File: src/smi_pkg.sv
// Package for the servo mode and status indicator block
// Assumes a 100 MHz system clock and an AHB-Lite register bus
package smi_pkg;

   // Clock and LED flash timing
   localparam int unsigned CLK_PERIOD_NS  = 10;
   localparam int unsigned FLASH_HALF_NS  = 500_000_000;
   localparam int unsigned FLASH_HALF_CYC = FLASH_HALF_NS / CLK_PERIOD_NS;

   // Register byte offsets
   localparam logic [7:0] OFF_SVC_MODE   = 8'h00;
   localparam logic [7:0] OFF_FB_MODE    = 8'h04;
   localparam logic [7:0] OFF_SVC_GAIN   = 8'h08;
   localparam logic [7:0] OFF_FB_GAIN    = 8'h0c;
   localparam logic [7:0] OFF_CFG_EDIT   = 8'h10;
   localparam logic [7:0] OFF_CFG_LOAD   = 8'h14;
   localparam logic [7:0] OFF_MAN_DEMAND = 8'h18;
   localparam logic [7:0] OFF_STATUS     = 8'h1c;
   localparam logic [7:0] OFF_DEMAND     = 8'h20;

   // Field positions
   localparam int unsigned GAIN_KP_LSB = 0;
   localparam int unsigned GAIN_KI_LSB = 16;
   localparam int unsigned LOAD_BIT    = 0;
   localparam int unsigned ST_MODE_LSB = 0;
   localparam int unsigned ST_CAL_BIT  = 3;
   localparam int unsigned ST_NET_LSB  = 4;
   localparam int unsigned ST_MOD_LSB  = 6;
   localparam int unsigned ST_CFG_LSB  = 8;
   localparam int unsigned ST_DRV_LSB  = 12;

   // Bus constants
   localparam logic [2:0] HSIZE_WORD = 3'h2;
   localparam logic       HRESP_OKAY = 1'h0;

   typedef enum logic [2:0] {
      SMI_UNCFG   = 3'b000,
      SMI_NEEDCAL = 3'b001,
      SMI_IDLE    = 3'b010,
      SMI_CALIB   = 3'b011,
      SMI_CALD    = 3'b100,
      SMI_MANUAL  = 3'b101,
      SMI_RUN     = 3'b110
   } smi_mode_t;

   typedef enum logic [1:0] {
      SMI_DRV_ZERO  = 2'b00,
      SMI_DRV_FIXED = 2'b01,
      SMI_DRV_LOOP  = 2'b10
   } smi_drv_t;

   typedef struct packed {
      logic red;
      logic green;
   } smi_led_t;

   typedef struct packed {
      logic fail;
      logic timeout;
      logic alloc;
      logic online;
   } smi_net_t;

   typedef struct packed {
      logic fb_cal_en;
      logic fb_gain_en;
      logic valid;
   } smi_cfg_t;

   // LED encodings and reset values
   localparam smi_led_t LED_OFF   = 2'h0;
   localparam smi_led_t LED_GREEN = 2'h1;
   localparam smi_led_t LED_RED   = 2'h2;
   localparam smi_cfg_t CFG_RST   = 3'h0;
   localparam logic [15:0] GAIN_RST = 16'h0;

endpackage

File: src/smi_top.sv
// Operating mode tracking, drive gating and status LEDs of a servo controller
// Assumes an AHB-Lite master on one clock, network status from the fieldbus
// core and calibration sequencing from the position loop
// Contract
// RL1 - Network LED off when offline, flashing green when online without connection.
// RL2 - Network LED steady green when online and allocated to a master.
// RL3 - Network LED flashing red when any connection has timed out.
// RL4 - Network LED steady red when unable to communicate.
// RL5 - Module LED flashing green while configuration or calibration is needed.
// RL6 - Module LED steady green while running normally without fault.
// RL7 - Module LED steady red on internal fault.
// RL8 - Unconfigured: no position control, drive current zero.
// RL9 - Configured but uncalibrated: no position control, drive current zero.
// RL10 - Configured idle: no position control, drive current zero.
// RL11 - Calibrating drives fixed currents, closes loop during verification.
// RL12 - Calibrating and calibrated states ignore normal demand inputs.
// RL13 - Manual stroking regulates to user demand, ignores normal demand.
// RL14 - Running regulates using only the normal demand inputs.
// RL15 - All service-monitored quantities also readable by fieldbus.
// RL16 - Fieldbus gain writes accepted only when configuration enables them.
// RL17 - Fieldbus calibration allowed only when configuration enables it.
// RL18 - Edited configuration has no effect until loaded.
// RL19 - No actuator positioning until a valid configuration is loaded.
// RL20 - Mode changes only from service link, or fieldbus if enabled.
// RL21 - Loading a configuration leaves run and enters configure state.
// RL22 - LED flashing toggles near one hertz from the system clock.
`timescale 1ns/1ns
module smi_top #(
   parameter int unsigned DW             = 16,
   parameter int unsigned CW             = 16,
   parameter int unsigned FLASH_HALF_CYC = smi_pkg::FLASH_HALF_CYC
)(
   input  wire logic                i_clk,
   input  wire logic                i_sys_rst,
   input  wire logic                i_hsel,
   input  wire logic [31:0]         i_haddr,
   input  wire logic [1:0]          i_htrans,
   input  wire logic                i_hwrite,
   input  wire logic [2:0]          i_hsize,
   input  wire logic [31:0]         i_hwdata,
   input  wire logic                i_hready,
   output wire logic [31:0]         o_hrdata,
   output wire logic                o_hreadyout,
   output wire logic                o_hresp,
   input  wire smi_pkg::smi_net_t   i_net,
   input  wire logic                i_int_fault,
   input  wire logic [DW-1:0]       i_pos_demand,
   input  wire logic [DW-1:0]       i_cal_demand,
   input  wire logic [CW-1:0]       i_cal_current,
   input  wire logic                i_cal_verify,
   input  wire logic                i_cal_done,
   output wire smi_pkg::smi_led_t   o_net_led,
   output wire smi_pkg::smi_led_t   o_mod_led,
   output wire smi_pkg::smi_mode_t  o_mode,
   output wire smi_pkg::smi_drv_t   o_drv_sel,
   output wire logic [CW-1:0]       o_fixed_cur,
   output wire logic [DW-1:0]       o_demand,
   output wire logic [15:0]         o_kp,
   output wire logic [15:0]         o_ki
);
   import smi_pkg::*;

   function automatic logic hit(input logic [31:0] a, input logic [7:0] off);
      return (a[31:8] == 24'h0) && (a[7:0] == off);
   endfunction
   smi_mode_t       mode_q;
   logic            cal_ok_q;
   smi_cfg_t        cfg_q;
   smi_cfg_t        edit_q;
   logic [15:0]     kp_q;
   logic [15:0]     ki_q;
   logic [DW-1:0]   man_q;
   smi_drv_t        drv_q;
   logic [CW-1:0]   fixed_q;
   logic [DW-1:0]   demand_q;
   smi_led_t        net_led_q;
   smi_led_t        mod_led_q;
   logic            wr_pend_q;
   logic [31:0]     wr_addr_q;
   logic [31:0]     rdata_q;
   logic            ready_q;
   logic            flash, acc;
   logic            st_svc_mode, st_fb_mode, st_svc_gain, st_fb_gain;
   logic            st_edit, st_load, st_man, req_vld;
   smi_mode_t       req_mode;
   logic [31:0]     status_w, rd_w;
   smi_blink #(
      .HALF_CYC (FLASH_HALF_CYC)
   ) u_blink (
      .i_clk     (i_clk),
      .i_sys_rst (i_sys_rst),
      .o_phase   (flash)
   );
   // Address phase of a word transfer
   assign acc = i_hsel & i_htrans[1] & i_hready & (i_hsize == HSIZE_WORD);
   always_ff @(posedge i_clk) begin
      if (i_sys_rst) begin
         wr_pend_q <= 1'b0;
         wr_addr_q <= 32'h0;
         ready_q   <= 1'b0;
      end else begin
         wr_pend_q <= acc & i_hwrite;
         wr_addr_q <= i_haddr;
         ready_q   <= 1'b1;
      end
   end
   // Write strobe decode in the data phase
   always_comb begin
      st_svc_mode = 1'b0;
      st_fb_mode  = 1'b0;
      st_svc_gain = 1'b0;
      st_fb_gain  = 1'b0;
      st_edit     = 1'b0;
      st_load     = 1'b0;
      st_man      = 1'b0;
      if (!wr_pend_q) begin
         st_man = 1'b0;
      end else if (hit(wr_addr_q, OFF_SVC_MODE)) begin
         st_svc_mode = 1'b1;
      end else if (hit(wr_addr_q, OFF_FB_MODE)) begin
         st_fb_mode = 1'b1;
      end else if (hit(wr_addr_q, OFF_SVC_GAIN)) begin
         st_svc_gain = 1'b1;
      end else if (hit(wr_addr_q, OFF_FB_GAIN)) begin
         st_fb_gain = 1'b1;
      end else if (hit(wr_addr_q, OFF_CFG_EDIT)) begin
         st_edit = 1'b1;
      end else if (hit(wr_addr_q, OFF_CFG_LOAD)) begin
         st_load = i_hwdata[LOAD_BIT];
      end else if (hit(wr_addr_q, OFF_MAN_DEMAND)) begin
         st_man = 1'b1;
      end
   end
   // Mode requests: service link always, fieldbus only when enabled
   assign req_mode = smi_mode_t'(i_hwdata[2:0]);
   assign req_vld  = st_svc_mode | (st_fb_mode & cfg_q.fb_cal_en); // see RL20 see RL17
   function automatic logic legal(input smi_mode_t m, input logic vld, input logic cal);
      logic ok;
      ok = 1'b0;
      if (!vld) begin
         ok = 1'b0; // see RL19
      end else if (m == SMI_CALIB) begin
         ok = 1'b1;
      end else if (m == SMI_NEEDCAL) begin
         ok = ~cal;
      end else if ((m == SMI_IDLE) || (m == SMI_MANUAL) || (m == SMI_RUN)) begin
         ok = cal;
      end
      return ok;
   endfunction
   // Configuration staging and load
   always_ff @(posedge i_clk) begin
      if (i_sys_rst) begin
         edit_q <= CFG_RST;
         cfg_q  <= CFG_RST;
      end else begin
         if (st_edit) begin
            edit_q <= smi_cfg_t'(i_hwdata[2:0]);
         end
         if (st_load) begin
            cfg_q <= edit_q; // see RL18
         end
      end
   end
   // Operating mode
   always_ff @(posedge i_clk) begin
      if (i_sys_rst) begin
         mode_q   <= SMI_UNCFG;
         cal_ok_q <= 1'b0;
      end else if (st_load) begin
         mode_q   <= edit_q.valid ? SMI_NEEDCAL : SMI_UNCFG; // see RL21 see RL19
         cal_ok_q <= 1'b0;
      end else if ((mode_q == SMI_CALIB) && i_cal_done) begin
         mode_q   <= SMI_CALD;
         cal_ok_q <= 1'b1;
      end else if (req_vld && legal(req_mode, cfg_q.valid, cal_ok_q)) begin
         mode_q   <= req_mode; // see RL20
      end
   end
   // Gains and manual demand
   always_ff @(posedge i_clk) begin
      if (i_sys_rst) begin
         kp_q  <= GAIN_RST;
         ki_q  <= GAIN_RST;
         man_q <= '0;
      end else begin
         if (st_svc_gain || (st_fb_gain && cfg_q.fb_gain_en)) begin // see RL16
            kp_q <= i_hwdata[GAIN_KP_LSB +: 16];
            ki_q <= i_hwdata[GAIN_KI_LSB +: 16];
         end
         if (st_man) begin
            man_q <= i_hwdata[DW-1:0];
         end
      end
   end
   // Drive gating and demand source
   always_ff @(posedge i_clk) begin
      if (i_sys_rst) begin
         drv_q    <= SMI_DRV_ZERO;
         fixed_q  <= '0;
         demand_q <= '0;
      end else begin
         case (mode_q)
            SMI_CALIB: begin
               if (i_cal_verify) begin
                  drv_q    <= SMI_DRV_LOOP; // see RL11 see RL12
                  fixed_q  <= '0;
                  demand_q <= i_cal_demand;
               end else begin
                  drv_q    <= SMI_DRV_FIXED; // see RL11
                  fixed_q  <= i_cal_current;
                  demand_q <= '0;
               end
            end
            SMI_MANUAL: begin
               drv_q    <= SMI_DRV_LOOP; // see RL13
               fixed_q  <= '0;
               demand_q <= man_q;
            end
            SMI_RUN: begin
               drv_q    <= SMI_DRV_LOOP; // see RL14
               fixed_q  <= '0;
               demand_q <= i_pos_demand;
            end
            default: begin
               drv_q    <= SMI_DRV_ZERO; // see RL8 see RL9 see RL10 see RL12
               fixed_q  <= '0;
               demand_q <= '0;
            end
         endcase
      end
   end
   // Network LED, worst condition first
   always_ff @(posedge i_clk) begin
      if (i_sys_rst) begin
         net_led_q <= LED_OFF;
      end else if (i_net.fail) begin
         net_led_q <= LED_RED; // see RL4
      end else if (i_net.timeout) begin
         net_led_q <= flash ? LED_RED : LED_OFF; // see RL3 see RL22
      end else if (!i_net.online) begin
         net_led_q <= LED_OFF; // see RL1
      end else if (i_net.alloc) begin
         net_led_q <= LED_GREEN; // see RL2
      end else begin
         net_led_q <= flash ? LED_GREEN : LED_OFF; // see RL1 see RL22
      end
   end
   // Module LED
   always_ff @(posedge i_clk) begin
      if (i_sys_rst) begin
         mod_led_q <= LED_OFF;
      end else if (i_int_fault) begin
         mod_led_q <= LED_RED; // see RL7
      end else if (!cfg_q.valid || !cal_ok_q) begin
         mod_led_q <= flash ? LED_GREEN : LED_OFF; // see RL5
      end else begin
         mod_led_q <= LED_GREEN; // see RL6
      end
   end
   // Read data for the next data phase
   always_comb begin
      status_w = 32'h0;
      status_w[ST_MODE_LSB +: 3] = mode_q;
      status_w[ST_CAL_BIT]       = cal_ok_q;
      status_w[ST_NET_LSB +: 2]  = net_led_q;
      status_w[ST_MOD_LSB +: 2]  = mod_led_q;
      status_w[ST_CFG_LSB +: 3]  = cfg_q;
      status_w[ST_DRV_LSB +: 2]  = drv_q;
      rd_w = 32'h0;
      if (hit(i_haddr, OFF_SVC_GAIN) || hit(i_haddr, OFF_FB_GAIN)) begin
         rd_w[GAIN_KP_LSB +: 16] = kp_q;
         rd_w[GAIN_KI_LSB +: 16] = ki_q;
      end else if (hit(i_haddr, OFF_CFG_EDIT)) begin
         rd_w[2:0] = edit_q;
      end else if (hit(i_haddr, OFF_MAN_DEMAND)) begin
         rd_w[DW-1:0] = man_q;
      end else if (hit(i_haddr, OFF_STATUS)) begin
         rd_w = status_w; // see RL15
      end else if (hit(i_haddr, OFF_DEMAND)) begin
         rd_w[DW-1:0] = demand_q; // see RL15
      end
   end
   always_ff @(posedge i_clk) begin
      if (i_sys_rst) begin
         rdata_q <= 32'h0;
      end else if (acc && !i_hwrite) begin
         rdata_q <= rd_w;
      end
   end
   assign o_hrdata    = rdata_q;
   assign o_hreadyout = ready_q;
   assign o_hresp     = HRESP_OKAY;
   assign o_net_led   = net_led_q;
   assign o_mod_led   = mod_led_q;
   assign o_mode      = mode_q;
   assign o_drv_sel   = drv_q;
   assign o_fixed_cur = fixed_q;
   assign o_demand    = demand_q;
   assign o_kp        = kp_q;
   assign o_ki        = ki_q;
endmodule

File: src/smi_blink.sv
// Flash phase generator for the status LEDs
// Assumes one free running system clock with synchronous reset
`timescale 1ns/1ns
module smi_blink #(
   parameter int unsigned HALF_CYC = smi_pkg::FLASH_HALF_CYC
)(
   input  wire logic i_clk,
   input  wire logic i_sys_rst,
   output wire logic o_phase
);
   import smi_pkg::*;
   localparam int unsigned CNTW = $clog2(HALF_CYC + 1);
   localparam logic [CNTW-1:0] CNT_LAST = CNTW'(HALF_CYC - 1);

   logic [CNTW-1:0] cnt_q;
   logic            phase_q;

   // Toggle every half period
   always_ff @(posedge i_clk) begin
      if (i_sys_rst) begin
         cnt_q   <= '0;
         phase_q <= 1'b0;
      end else if (cnt_q == CNT_LAST) begin
         cnt_q   <= '0;
         phase_q <= ~phase_q;
      end else begin
         cnt_q   <= cnt_q + 1'b1;
      end
   end

   assign o_phase = phase_q;
endmodule

File: config.mk
export PLATFORM = sky130hd
export DESIGN_NAME = smi_top
export DESIGN_NICKNAME = d
export VERILOG_FILES = /design/src/smi_pkg.sv /design/src/smi_top.sv /design/src/smi_blink.sv
export SDC_FILE = /design/constraint.sdc
export NUM_CORES = 1
export LEC_CHECK = 0
export BUFFER_PORTS_ARGS = -buffer_cell sky130_fd_sc_hd__buf_2
export CAP_MARGIN = 20
export CORE_MARGIN = 2
export CORE_UTILIZATION = 51
export DETAILED_ROUTE_END_ITERATION = 12
export PLACE_DENSITY = 0.8
export SYNTH_ARGS = -nofsm -noshare
export SYNTH_HDL_FRONTEND = slang
export SYNTH_SLANG_ARGS = --single-unit
File: constraint.sdc
create_clock -name i_clk -period 3.1 [get_ports i_clk]
set_input_delay 0.93 -clock i_clk [delete_from_list [all_inputs] [get_ports i_clk]]
set_output_delay 0.93 -clock i_clk [all_outputs]
set_load 0.02 [all_outputs]
==> flow_metrics.env <==
export IMPL_cts_tree="yes"
export IMPL_grtUsageTotal_pct=26.7
export IMPL_core_area_um2=14500
export IMPL_postSynth_asyncResetShare_pct=0
export IMPL_die_x_um=125
export IMPL_grt_first_pass_wirelength_um=33600
export IMPL_grt_max_degree=50
export IMPL_netlist_instances=838
export IMPL_worstSkewPairLatency_ps=430
export IMPL_ys_seq_area_share_pct=50.3
export IMPL_drive_above_1_share_pct=29.9
export IMPL_ys_flop_type="dfxtp_1"
export IMPL_relSlewSlack_pct=51.4
export IMPL_top_layer="met4"
export IMPL_synth_distinct_cells=56
export IMPL_min_period_ps=2670
export IMPL_cts_root_buffer="clkbuf_16"
export IMPL_crit_path_top_delay_cell="or4_1"
export IMPL_p_leak_nw=3.79
export IMPL_whs_ps=457
export IMPL_vdd_ir_drop_max_uv=467
export IMPL_wire_per_inst_um=16.8
export IMPL_globalplace_congestion=0.898
export IMPL_hold_class="reg -> reg"
export IMPL_status="finished, final reports clean"
export IMPL_crit_arrival_ps=2950
export IMPL_power_density_nw_per_um2=513
export IMPL_final_cell_mix="232 x buf_2, 189 x dfxtp_1, 109 x nand2_1"
export IMPL_dr_wl_met3_um=1590
export IMPL_antenna_found_initial=1
export IMPL_maxCapViolations=0
export IMPL_viasPerCell=5.49
export IMPL_synth_area_um2=7520
export IMPL_post_cts_setup_buffer_count=0
export IMPL_cp_required_ps=3390
export IMPL_worstSetupEndpointType="flop"
export IMPL_ys_ff_latch=189
export IMPL_grt_pass1_vias=6565
export IMPL_final_net_count=1191
export IMPL_drv_slew=0
export IMPL_syn_nets=968
export IMPL_totalWireLength_um=21200
export IMPL_syn_to_final_growth_pct=25.9
export IMPL_start_kind="flop"
export IMPL_initial_utilization_pct=51.9
export IMPL_setup_tns_ps=0
export IMPL_vias=6912
export IMPL_wl_met2_um=10500
export IMPL_pre_cts_slack_ps=178
export IMPL_cts_path_max_buffers=2
export IMPL_drc=0
export IMPL_cts_buffers=17
export IMPL_fin_cells=1259
export IMPL_post_cts_resized=0
export IMPL_htree_levels=4
export IMPL_fin_skew_ps=8.81
export IMPL_rsz0062_at_grt="false"
export IMPL_final_common_cell="buf_2"
export IMPL_clk_pin_slew_ps=70
export IMPL_max_stage_delay_ps=870
export IMPL_dp_cells=1226
export IMPL_crit_fanout=16
export IMPL_ant_nets=0
export IMPL_io_buffers=233
export IMPL_period_share_pct=86.0
export IMPL_path_common_cell="or4_1"
export IMPL_drtIter0Drc=528
export IMPL_finalSetupViolCount=0
export IMPL_setup_ws_ps=433
export IMPL_hold_viol=0
export IMPL_firstDrtPassIters=7
export IMPL_max_freq_ghz=0.375
export IMPL_synth_edf_count=0
export IMPL_fp_dieH_um=125
export IMPL_cts_sinks=189
export IMPL_worst_pin_slew_ps=728
export IMPL_power_w=0.00485
export IMPL_rows=44
export IMPL_ys_warn_count=0
export IMPL_grt_overflow_total=0
export IMPL_num_io_pins=236
export IMPL_cts_hold_buf=0
export IMPL_syn_area_per_cell_um2=8.97
export IMPL_dp_hpwl_um=15400
export IMPL_die_area_um2=15700
export IMPL_crit_chain="or4_1 -> or3_1 -> or4_1 -> nand2_1 -> a21oi_1"
export IMPL_wl_met1_um=8590
export IMPL_crit_type="reg -> reg"
[state kept, by name (all words and copies together) (netlist names)]
signal	flops
cal_ok_q	1
cfg_q	3
edit_q	3
man_q	16
o_demand	16
o_drv_sel	2
o_fixed_cur	16
o_hrdata	32
o_hreadyout	1
o_ki	16
o_kp	16
o_mod_led	2
o_mode	3
o_net_led	2
u_blink.cnt_q	26
u_blink.o_phase	1
wr_addr_q	32
wr_pend_q	1
[cell type report]
type / count / area, um^2
Multi-Input combinational cell: 582 / 3440
Antenna cell: 1 / 2.50
Fill cell: 1237 / 5020
Inverter: 12 / 45.0
Clock inverter: 12 / 138
Tap cell: 184 / 230
Clock buffer: 20 / 457
Sequential cell: 189 / 3780
Timing Repair Buffer: 259 / 1360
[critical path, delay by kind of cell, from the launching register on]
family           cells  cell delay, ps
AND/OR/NAND/NOR      4            2150
AO/OA/AOI/OAI        1              70
flip-flops           1             300
[per-stage QoR]
stage                     area [um^2]  util, %
after global routing             9460     65.4
after CTS                        9460     65.3
final                            9460     65.4
after detailed placement         8870     61.2
after global placement           8870     61.2
after floorplan                  7520        -
[cell families (layout without fill, tap and decap cells)]
group | after synthesis | count (layout) | synth area share [%]
AND/OR/NAND/NOR | 375 | 375 | 25.5
flip-flops | 189 | 189 | 50.3
AO/OA/AOI/OAI | 175 | 175 | 16.4
buffers and inverters | 67 | 303 | 3.99
XOR/XNOR | 25 | 25 | 2.91
multiplexers | 5 | 5 | 0.666
adder cells (fa/ha/maj) | 1 | 1 | 0.166
other | 1 | 2 | 0.0499
[routing by layer]
metal	GRT usage, %	up-vias
li1	-	3383
met2	45.4	270
met4	9.48	0
met3	6.93	46
met1	32.8	3213
met5	0	-
[power by group]
| part | leakage [nW] | switching, W | internal [W] |
|---|---|---|---|
| Sequential | 1.53 | 0.0000122 | 0.00246 |
| Clock | 0.287 | 0.000930 | 0.00124 |
| Combinational | 1.97 | 0.000120 | 0.0000975 |
| Total | 3.79 | 0.00106 | 0.00379 |
[final timing paths]
path / start / end / slack (ps) / cells past startpoint
hold / removal: u_blink.cnt_q[0] / u_blink.cnt_q[0] / 460 / 1
setup reg to reg: wr_addr_q[20] / man_q[3] / 430 / 5
hold reg to reg: u_blink.cnt_q[0] / u_blink.cnt_q[0] / 460 / 1
setup / recovery: wr_addr_q[20] / man_q[3] / 430 / 5
[cell usage after synthesis, types with 2 or more instances]
cell type | count | area share [%]
o2bb2ai_1 | 11 | 1.3
or2_2 | 3 | 0.25
buf_2 | 6 | 0.40
and2_1 | 19 | 1.6
clkbuf_1 | 43 | 2.1
nand2_2 | 10 | 0.83
a211oi_1 | 13 | 1.3
nor3b_1 | 4 | 0.40
nor4_2 | 2 | 0.33
or4_1 | 7 | 0.70
nor4b_1 | 5 | 0.58
o211ai_1 | 2 | 0.20
nor4_1 | 15 | 1.2
a21oi_2 | 10 | 1.2
xnor2_1 | 15 | 1.7
a32oi_1 | 10 | 1.2
o21ai_0 | 16 | 1.1
nand4_1 | 9 | 0.75
a22oi_1 | 32 | 3.2
nor2b_1 | 50 | 4.2
nand3_1 | 13 | 0.87
nor3_1 | 25 | 1.7
and4_1 | 2 | 0.23
mux2i_1 | 5 | 0.67
nor2_1 | 85 | 4.2
inv_1 | 12 | 0.60
a22o_1 | 16 | 1.9
or3_1 | 6 | 0.50
dfxtp_1 | 189 | 50
o41ai_1 | 2 | 0.23
a222oi_1 | 4 | 0.53
buf_6 | 5 | 0.75
a21oi_1 | 50 | 3.3
and3_1 | 2 | 0.17
xor2_1 | 10 | 1.2
nand2_1 | 109 | 5.4
nor4_4 | 2 | 0.57
Power figures use the tool's default switching activity.
